--- config.mk ---
export PLATFORM = sky130hd
export DESIGN_NAME = eprom_host
export DESIGN_NICKNAME = d
export VERILOG_FILES = /design/src/eprom_host_pkg.sv /design/src/eprom_host.sv
export SDC_FILE = /design/constraint.sdc
export NUM_CORES = 1
export LEC_CHECK = 0
export BUFFER_PORTS_ARGS = -buffer_cell sky130_fd_sc_hd__buf_4
export CORE_UTILIZATION = 25
export DETAILED_ROUTE_END_ITERATION = 8
export HOLD_SLACK_MARGIN = 0.06
export PLACE_DENSITY = 0.55
export SETUP_SLACK_MARGIN = 0.15
export SLEW_MARGIN = 10
export SYNTH_ARGS = -nofsm -noshare
export SYNTH_HDL_FRONTEND = slang
export SYNTH_SLANG_ARGS = --single-unit
--- constraint.sdc ---
create_clock -name sys_clk_i -period 2 [get_ports sys_clk_i]
set_input_delay 0.5 -clock sys_clk_i [delete_from_list [all_inputs] [get_ports sys_clk_i]]
set_output_delay 0.5 -clock sys_clk_i [all_outputs]
set_load 0.005 [all_outputs]
--- src/eprom_host_pkg.sv ---
// constants and carrier types for the eprom programmer / reader controller
// assumes a 50 MHz system clock; voltage levels are driven by external switches
package eprom_host_pkg;
  localparam int ADDR_W           = 14;
  localparam int DATA_W           = 8;
  localparam int CLK_NS           = 20;
  // programming set-up time before the strobe falls, in ns
  localparam int SETUP_NS         = 2000;
  localparam int SETUP_CYC        = (SETUP_NS + CLK_NS - 1) / CLK_NS;
  // nominal program pulse, in ns
  localparam int PULSE_NS         = 100000;
  localparam int PULSE_CYC        = PULSE_NS / CLK_NS;
  // read access allowance, in ns
  localparam int ACCESS_NS        = 200;
  localparam int ACCESS_CYC       = (ACCESS_NS + CLK_NS - 1) / CLK_NS;
  // output float allowance after deselect, in ns
  localparam int FLOAT_NS         = 50;
  localparam int FLOAT_CYC        = (FLOAT_NS + CLK_NS - 1) / CLK_NS;
  localparam int MAX_TRIES        = 25;
  localparam logic [7:0] ERASED   = 8'hff;

  typedef enum logic [1:0] {
    OP_READ, OP_PROG, OP_SIG
  } op_t;

  typedef struct packed {
    op_t               op;
    logic [ADDR_W-1:0] addr;
    logic [DATA_W-1:0] data;
  } req_t;

  typedef struct packed {
    logic              sel_n;
    logic              gate_n;
    logic              strobe_n;
    logic              vpp_hi;
    logic              id_hv;
  } ctl_t;
endpackage

--- src/eprom_host.sv ---
// host controller that reads, programs and signature-reads a uv eprom
// assumes the eprom pins are wired straight to the ports; vpp_hi and id_hv
// steer external high-voltage switches; inputs synchronous to sys_clk_i
`timescale 1ns/1ns
module eprom_host
  import eprom_host_pkg::*;
#(
  parameter int PULSE_CYCLES = PULSE_CYC,
  parameter int TRIES        = MAX_TRIES
)(
  // clock and reset
  input  wire logic              sys_clk_i,
  input  wire logic              nrst_i,
  // request side
  input  wire logic              req_valid_i,
  input  wire req_t              req_i,
  output logic                   req_ready_o,
  output logic                   done_o,
  output logic                   fail_o,
  output logic [DATA_W-1:0]      rdata_o,
  // eprom pins
  output logic [ADDR_W-1:0]      addr_o,
  input  wire logic [DATA_W-1:0] data_i,
  output logic [DATA_W-1:0]      data_o,
  output logic                   data_oe_o,
  output ctl_t                   ctl_o
);
  // the pulse count must fit the 17-bit counter, the tries the 8-bit one
  if (PULSE_CYCLES < 1 || PULSE_CYCLES > 131071 || TRIES < 1 || TRIES > 255)
  begin
    $error("eprom_host: bad parameter");
  end

  typedef enum {
    S_IDLE, S_SETUP, S_PULSE, S_VREC, S_VWAIT, S_ACC, S_FLOAT
  } state_t;

  state_t              state_r;
  logic [16:0]         cnt_r;
  logic [7:0]          tries_r;
  op_t                 op_r;
  logic [DATA_W-1:0]   want_r;

  // cycles that select, supply and data have stood before the strobe falls
  logic [16:0]         setup_seen_r;

  // true when the verified byte equals the wanted byte
  function automatic logic match(input logic [DATA_W-1:0] got,
                                 input logic [DATA_W-1:0] want);
    match = (got == want);
  endfunction

  always_ff @(posedge sys_clk_i or negedge nrst_i)
  begin
    if (!nrst_i)
    begin
      state_r     <= S_IDLE;
      cnt_r       <= '0;
      tries_r     <= '0;
      op_r        <= OP_READ;
      want_r      <= ERASED;
      req_ready_o <= 1'b0;
      done_o      <= 1'b0;
      fail_o      <= 1'b0;
      rdata_o     <= '0;
      addr_o      <= '0;
      data_o      <= '0;
      data_oe_o   <= 1'b0;
      ctl_o       <= '{sel_n: 1'b1, gate_n: 1'b1, strobe_n: 1'b1,
                       vpp_hi: 1'b0, id_hv: 1'b0};
    end
    else
    begin
      done_o <= 1'b0;
      case (state_r)
        S_IDLE:
        begin
          req_ready_o <= 1'b1;
          if (req_valid_i && req_ready_o)
          begin
            req_ready_o <= 1'b0;
            op_r        <= req_i.op;
            want_r      <= req_i.data;
            addr_o      <= req_i.addr;
            fail_o      <= 1'b0;
            tries_r     <= '0;
            ctl_o.sel_n <= 1'b0;
            if (req_i.op == OP_PROG)
            begin
              data_o        <= req_i.data;
              data_oe_o     <= 1'b1;
              ctl_o.vpp_hi  <= 1'b1;
              cnt_r         <= 17'(SETUP_CYC);
              state_r       <= S_SETUP;
            end
            else
            begin
              ctl_o.id_hv  <= (req_i.op == OP_SIG);
              ctl_o.gate_n <= 1'b0;
              cnt_r        <= 17'(ACCESS_CYC);
              state_r      <= S_ACC;
            end
          end
        end
        S_SETUP:
        begin
          // on a retry the host drives data again only once the outputs
          // have floated, still a full set-up before the strobe
          if (!data_oe_o && cnt_r <= 17'(SETUP_CYC) + 17'd1)
            data_oe_o <= 1'b1;
          if (cnt_r <= 17'd1)
          begin
            ctl_o.strobe_n <= 1'b0;
            cnt_r          <= 17'(PULSE_CYCLES);
            tries_r        <= tries_r + 8'd1;
            state_r        <= S_PULSE;
          end
          else
            cnt_r <= cnt_r - 17'd1;
        end
        S_PULSE:
        begin
          if (cnt_r <= 17'd1)
          begin
            ctl_o.strobe_n <= 1'b1;
            data_oe_o      <= 1'b0;
            cnt_r          <= 17'(FLOAT_CYC);
            state_r        <= S_VREC;
          end
          else
            cnt_r <= cnt_r - 17'd1;
        end
        S_VREC:
        begin
          if (cnt_r <= 17'd1)
          begin
            ctl_o.gate_n <= 1'b0;
            cnt_r        <= 17'(ACCESS_CYC);
            state_r      <= S_VWAIT;
          end
          else
            cnt_r <= cnt_r - 17'd1;
        end
        S_VWAIT:
        begin
          if (cnt_r <= 17'd1)
          begin
            ctl_o.gate_n <= 1'b1;
            rdata_o      <= data_i;
            // stop on match, never an extra pulse
            if (match(data_i, want_r) || tries_r >= 8'(TRIES))
            begin
              fail_o       <= !match(data_i, want_r);
              ctl_o.sel_n  <= 1'b1;
              ctl_o.vpp_hi <= 1'b0;
              cnt_r        <= 17'(FLOAT_CYC);
              state_r      <= S_FLOAT;
            end
            else
            begin
              cnt_r     <= 17'(FLOAT_CYC) + 17'(SETUP_CYC);
              state_r   <= S_SETUP;
            end
          end
          else
            cnt_r <= cnt_r - 17'd1;
        end
        S_ACC:
        begin
          if (cnt_r <= 17'd1)
          begin
            rdata_o      <= data_i;
            ctl_o.gate_n <= 1'b1;
            ctl_o.sel_n  <= 1'b1;
            ctl_o.id_hv  <= 1'b0;
            cnt_r        <= 17'(FLOAT_CYC);
            state_r      <= S_FLOAT;
          end
          else
            cnt_r <= cnt_r - 17'd1;
        end
        S_FLOAT:
        begin
          if (cnt_r <= 17'd1)
          begin
            done_o  <= 1'b1;
            state_r <= S_IDLE;
          end
          else
            cnt_r <= cnt_r - 17'd1;
        end
        default:
          state_r <= S_IDLE;
      endcase
    end
  end

  always_ff @(posedge sys_clk_i or negedge nrst_i)
  begin
    if (!nrst_i)
      setup_seen_r <= '0;
    else if (!ctl_o.sel_n && ctl_o.vpp_hi && data_oe_o && ctl_o.strobe_n)
      setup_seen_r <= setup_seen_r + 17'd1;
    else
      setup_seen_r <= '0;
  end

  // program strobe only with select low and supply high
  chk_strobe_needs_vpp: assert property (@(posedge sys_clk_i)
    disable iff (!nrst_i)
    !ctl_o.strobe_n |-> (!ctl_o.sel_n && ctl_o.vpp_hi))
    else $error("strobe low without select or vpp");

  chk_strobe_setup: assert property (@(posedge sys_clk_i)
    disable iff (!nrst_i)
    $fell(ctl_o.strobe_n) |->
      setup_seen_r >= 17'(SETUP_CYC))
    else $error("strobe fell without set-up");

  chk_no_contention: assert property (@(posedge sys_clk_i)
    disable iff (!nrst_i)
    data_oe_o |-> ctl_o.gate_n)
    else $error("host drives data while gate low");

  chk_data_held_pulse: assert property (@(posedge sys_clk_i)
    disable iff (!nrst_i)
    !ctl_o.strobe_n |-> $stable(data_o) && $stable(addr_o))
    else $error("data or address moved during pulse");

  chk_tries_bound: assert property (@(posedge sys_clk_i)
    disable iff (!nrst_i)
    tries_r <= 8'(TRIES))
    else $error("too many program pulses");

  chk_no_overprog: assert property (@(posedge sys_clk_i)
    disable iff (!nrst_i)
    (state_r == S_VWAIT && cnt_r == 17'd1 && match(data_i, want_r))
      |=> state_r == S_FLOAT)
    else $error("pulse after passing verify");

  chk_sig_gate: assert property (@(posedge sys_clk_i)
    disable iff (!nrst_i)
    ctl_o.id_hv |-> (!ctl_o.sel_n && !ctl_o.vpp_hi))
    else $error("id voltage outside signature read");

  chk_verify_strobe: assert property (@(posedge sys_clk_i)
    disable iff (!nrst_i)
    (ctl_o.vpp_hi && !ctl_o.gate_n) |-> ctl_o.strobe_n)
    else $error("gate and strobe low together");

  cov_read: cover property (@(posedge sys_clk_i) disable iff (!nrst_i)
    state_r == S_ACC && op_r == OP_READ);
  cov_sig: cover property (@(posedge sys_clk_i) disable iff (!nrst_i)
    state_r == S_ACC && op_r == OP_SIG);
  cov_prog_ok: cover property (@(posedge sys_clk_i) disable iff (!nrst_i)
    done_o && op_r == OP_PROG && !fail_o);
  cov_retry: cover property (@(posedge sys_clk_i) disable iff (!nrst_i)
    tries_r == 8'd2);
endmodule

### Word level (Yosys, flattened, before mapping)

Index checks and enable logic that the tools add are counted.

| word-level totals | value |
|---|---|
| register bits | 104 |
| input bits | 35 |
| output and inout port bits | 39 |
| word-level logic and storage cells | 120 |

| cells by class | value |
|---|---|
| $add $sub $neg | 2 |
| $lt $le $gt $ge | 3 |
| equal/unequal tests | 21 |
| mux-type cells | 49 |
| reductions and logical operators | 29 |

Operator list:

| kind | count |
|---|---|
| 2-to-1 mux 32 bit | 7 |
| one-hot mux 32 bit (7 select lines) | 1 |
| 2-to-1 mux 17 bit | 6 |
| one-hot mux 17 bit (6 select lines) | 1 |
| == test 32 x 3 -> 1 bit (second input constant) | 3 |
| == test 32 x 2 -> 1 bit (second input constant) | 2 |
| == test 32 x 1 -> 1 bit (second input constant) | 1 |
| logical NOT 32 bit | 1 |
| inequality test 2 bit (second input constant) | 12 |
| <= comparator 17 x 1 -> 1 bit (second input constant) | 1 |
| <= comparator 17 x 7 -> 1 bit (second input constant) | 1 |
| subtractor 17 x 1 -> 17 bit (second input constant) | 1 |
| 2-to-1 mux 1 bit | 16 |
| 2-to-1 mux 8 bit | 2 |
| one-hot mux 8 bit (2 select lines) | 1 |
| AND reduction 5 bit | 3 |
| 2-to-1 mux 7 bit | 2 |
| AND reduction 3 bit | 4 |
| adder 8 x 1 -> 8 bit (second input constant) | 1 |
| == test 8 bit | 1 |
| greater-or-equal comparator 8 x 5 -> 1 bit (second input constant) | 1 |
| 2-to-1 mux 2 bit | 4 |
| one-hot mux 1 bit (2 select lines) | 4 |
| AND reduction 4 bit | 2 |
| other kinds (16) | 26 |

### Depth between registers and ports, before layout

| logic depth | value |
|---|---|
| depth in word-level cells | 5 |
| mapped depth | 9 |
| gate-level depth less buffers | 8 |

### Least setup slack after synthesis

No wires, ideal clock.

| timing | value |
|---|---|
| kind | reg-to-reg |
| start point | register cnt_r[14] |
| end point | register rdata_o[1] |
| library setup time | 125 ps |
| arrival | 1,941 ps |
| required time | 1,875 ps |
| setup slack | -66 ps |
| stages on the path, launching flop included | 8 |
| buffers on the path | 2 |
| clock period less this slack | 2,066 ps |
| path through | dfrtp_1 > nor4_2 > and4_1 > buf_4 > nand2_2 > buf_6 > nor3_4 > mux2_2 |

| between the ends | value |
|---|---|
| cells in the longest elaborated chain, start to end | 2 |

RTL lines:

| item | RTL line | source |
|---|---|---|
| start: declaration | eprom_host.sv:39 | `logic [16:0] cnt_r;` |
| start signal: assignment | eprom_host.sv:93 | `cnt_r <= 17'(SETUP_CYC);` |
| start signal: assignment | eprom_host.sv:100 | `cnt_r <= 17'(ACCESS_CYC);` |
| start signal: assignment | eprom_host.sv:114 | `cnt_r <= 17'(PULSE_CYCLES);` |
| <= comparator 17 x 1 -> 1 bit | eprom_host.sv:146, eprom_host.sv:170 |  |
| AND reduction 2 bit (no source line) | - |  |
| end signal: assignment | eprom_host.sv:149 | `rdata_o <= data_i;` |
| end signal: assignment | eprom_host.sv:172 | `rdata_o <= data_i;` |
| end: declaration | eprom_host.sv:20 | `output logic [DATA_W-1:0] rdata_o,` |

No other way between the ends.
A chain may end at the register's enable or synchronous reset.

### Worst setup path in the final report

| timing | value |
|---|---|
| start point | register cnt_r[9] |
| end point | register cnt_r[1] |

| between the ends | value |
|---|---|
| cells in the longest elaborated chain, start to end | 3 |
| elaborated cells between the ends (all ways) | 8 |
| those cells by class | 1 x order compare; 1 x eq/ne; 5 x mux; 1 x reduce/logical |

RTL lines:

| item | RTL line |
|---|---|
| <= comparator 17 x 1 -> 1 bit (*) | - |
| 2-to-1 mux 17 bit (tied with other cells) | eprom_host.sv:123, eprom_host.sv:170 |
| one-hot mux 17 bit (6 select lines) or AND reduction 3 bit (tied branches) | - |

Every way passes the cells marked *; elsewhere a longest branch is shown, timed or not.

==> results.py <==
metrics = {
    "outcome": {
        "violations": "negative setup slack",
        "outcome": "finished with violations",
    },
    "power": {
        "p_leak_nw": 2.61,
        "total_power_mw": 3.12,
        "p_seq_share_pct": 48.6,
        "p_int_mw": 2.41,
        "ir_drop_v": 0.000460,
        "switching_share_pct": 22.7,
        "cellPowerDensity_mw_per_mm2": 547,
        "power.share.combinational_pct": 3.5,
        "p_switching_mw": 0.711,
        "clock_power_share_pct": 47.9,
    },
    "setup_path": {
        "critical_path.slowest_cell": "dfrtp_1",
        "worstSetupPathType": "flop to flop",
        "cpMostUsedCell": "buf_4",
        "startpoint_type": "flop",
        "end_kind": "flop",
        "worstPathArrival_ns": 2.29,
        "path_cells": "nor4_4 -> buf_4 -> nand4_1 -> nor2_2 -> buf_6 -> a21o_1 -> buf_4 -> a211oi_1 -> a21oi_1",
        "required_ns": 2.26,
        "crit_fanout": 5,
        "critical-path-max-stage-delay_ns": 0.41,
    },
    "sta": {
        "max_freq_mhz": 492,
        "slew_headroom_pct": 71.6,
        "worst_slack_ns": -0.0322,
        "fin_crit_sh_pct": 102,
        "rsz0062_at_grt": "yes",
        "finalHoldViolations": 0,
        "setup_viol": 11,
        "slew_violations": 0,
        "skew_ns": 0.00986,
        "worstMarginPinSlew_ns": 0.426,
        "fin_crit_ns": 2.03,
    },
    "place": {
        "place_congestion": 0.865,
        "place_inst": 715,
        "dp_hpwl_um": 8120,
        "port_buffers": 73,
    },
    "logic_synthesis": {
        "synth-edff-count": 0,
        "synth_nets": 434,
        "ys_types": 64,
        "synth_top_cell_by_area": "dfrtp_1",
        "synth-async-reset-ratio_pct": 100,
        "yosysSeqAreaShare_pct": 47.8,
        "syn_area_per_cell_sq_um": 10.0,
        "synth.ff_latch_count": 75,
        "ys.flop_type": "dfrtp_1",
        "netlist_area_sq_mm": 0.00396,
        "synth.area.top_cells": "dfrtp_1 40%, mux2_2 11%, dfstp_2 7.3%",
        "synthCells": 394,
        "ys_warn_count": 0,
        "synth_top_area_share_pct": 40.5,
    },
    "finish": {
        "final_util_pct": 37.3,
        "finalNetCount": 565,
        "diodes": 0,
        "drive_gt1_share_pct": 46.8,
        "final_cell_count_no_fill": 741,
        "area.growth.synth_to_final_pct": 44.5,
    },
    "global_routing": {
        "antenna_found_initial": 0,
        "grt-ovfl-total": 0,
        "grtUsageTotal_pct": 14.7,
        "grt_pass1_wl_um": 18700,
        "grt_pass1_vias": 3709,
        "grt_start_max_net_pins": 54,
    },
    "min_path": {
        "hp-class": "primary input to async pin",
    },
    "drt": {
        "dr.pass1.iters": 4,
        "drc_errors": 0,
        "vias": 3571,
        "drt_wl_total_um": 11400,
        "detail-route-antenna-nets": 0,
        "routedWlPerCell_um": 15.3,
        "viasPerCell": 4.82,
        "first_iter_violations": 249,
    },
    "floorplan": {
        "die_width_um": 128,
        "die_area_sq_mm": 0.0163,
        "die_h_um": 128,
        "core_sq_mm": 0.0153,
        "start_util_pct": 25.8,
        "io_pins": 74,
        "rows": 45,
    },
    "clock_tree": {
        "cts_tree": "built",
        "cts.root.buffer_cell": "clkbuf_16",
        "cts_hold_buffers": 0,
        "cts.sinks": 75,
        "clk_pin_slew_ns": 0.06,
        "htree_levels": 3,
        "tritoncts.num_buffers": 9,
        "clk_latency_ns": 0.34,
        "cts_buffer_depth": 2,
    },
    "flow_run": {
        "maxCapViolCount": 0,
    },
}
flip-flops by register name (all words and copies together) (netlist names):
| name | count |
|---|---|
| want_r | 8 |
| fail_o | 1 |
| data_oe_o | 1 |
| data_o | 8 |
| rdata_o | 8 |
| cnt_r | 17 |
| state_r | 3 |
| done_o | 1 |
| ctl_o | 5 |
| addr_o | 14 |
| tries_r | 8 |
| req_ready_o | 1 |
final cells by class:
cell class | instances | area, sq um
clock buffers | 10 | 229
clock inverters | 6 | 42.5
fillers | 1576 | 9600
inverters | 15 | 56.3
multi-input cells | 285 | 2120
flip-flops and latches | 75 | 1890
well taps | 211 | 264
repair buffers | 139 | 1110
cells in the final DEF, fill, tap and decap left out, types with 3 or more instances in the layout:
cell | Yosys | layout
buf_4 | 1 | 130
dfrtp_1 | 64 | 64
mux2_2 | 37 | 37
nor2_1 | 42 | 36
nand2_1 | 32 | 32
o21ai_0 | 26 | 18
a21oi_1 | 23 | 17
inv_1 | 14 | 14
a31oi_1 | 12 | 11
dfstp_2 | 11 | 11
xnor2_1 | 9 | 9
clkbuf_16 | 0 | 9
nor3_1 | 10 | 8
nand4_1 | 7 | 7
nand3_1 | 8 | 7
xor2_1 | 7 | 7
a21oi_2 | 0 | 6
nor2_2 | 0 | 5
o21ai_1 | 1 | 5
ha_1 | 5 | 5
buf_6 | 1 | 5
o31ai_1 | 4 | 4
buf_12 | 0 | 4
nor4_4 | 1 | 3
or3_4 | 0 | 3
nor3_4 | 2 | 3
o21ai_2 | 0 | 3
nand3b_1 | 3 | 3
per-stage QoR:
stage | worst slack (ns) | instance area (sq um) | TNS [ns] | hold WS [ns]
floorplan | -0.0456 | 3980 | -0.347 | 0.204
global placement | -0.0875 | 5170 | -0.239 | 0.439
detailed placement | -0.127 | 5170 | -0.526 | 0.439
CTS | 0.0175 | 5600 | 0 | 0.0705
global route | -0.144 | 5720 | -2.79 | 0.0771
finish | -0.0322 | 5720 | -0.150 | 0.0606
final timing paths:
| kind | slack [ns] | depth (start not counted) | end | startpoint |
|---|---|---|---|---|
| worst max register to register | -0.03 | 9 | cnt_r[1] | cnt_r[9] |
| worst max-delay path | -0.03 | 9 | cnt_r[1] | cnt_r[9] |
| worst min register to register | 0.47 | 2 | ctl_o[4] | ctl_o[4] |
| max in group asynchronous | 1.29 | 2 | ctl_o[2] | nrst_i |
| worst min-delay path | 0.06 | 1 | cnt_r[10] | nrst_i |
| min in group sys_clk_i | 0.39 | 2 | rdata_o[0] | data_i[0] |
cells in the mapped netlist (2+ instances only):
library cell,count
a21oi_1,23
nor4_2,2
a22oi_1,3
or3_1,4
mux2_2,37
nand4_1,7
a211oi_1,3
inv_1,14
nand2_1,32
nand3b_1,3
and2_1,2
xnor2_1,9
xor2_1,7
ha_1,5
buf_2,7
nor2_1,42
a31oi_1,12
nand3_1,8
o21ai_0,26
nor4_1,3
nor3_1,10
clkbuf_1,9
dfrtp_1,64
a21o_1,2
o31ai_1,4
o211ai_1,2
a221oi_1,2
or2_2,2
a22o_1,2
dfstp_2,11
and3_1,3
nor3_4,2
metal layers:
metal / vias to the layer above / part of all wire (%) / GRT usage [%]
li1: 1687 / - / -
met2: 113 / 48 / 23.8
met3: 28 / 5.5 / 3.80
met5: - / 0 / 0
met1: 1743 / 43 / 17.8
met4: 0 / 3.2 / 7.89
power groups by stage:
stage / sequential, mW / combinational [mW] / clock [mW]
after floorplan: 1.55 / 0.0148 / 0
after global placement: 1.55 / 0.112 / 0
after detailed placement: 1.55 / 0.115 / 0
after CTS: 1.52 / 0.115 / 1.54
after global routing: 1.52 / 0.124 / 1.61
final: 1.52 / 0.110 / 1.50
critical path, delay by kind of cell (launching register included):
kind	cells	cell delay (ns)
flip-flops	1	0.41
buffers and inverters	3	0.45
AO/OA/AOI/OAI	3	0.35
AND/OR/NAND/NOR	3	0.75
logic make-up after synthesis:
group           share of synthesized area [%]
simple gates                             16.6
mux                                      11.1
compound gates                           15.4
flops                                    47.8
xor+xnor                                 3.54
buf+inv                                  3.73
fa+ha+maj                                1.83
repair_timing:
action	in CTS	in global routing
endpoints found under the setup margin	50	43
buffers inserted	6	4
pin swaps	19	14
gates resized for setup	31	21
hold endpoints to repair	0	0
(Power assumes the default switching activity.)
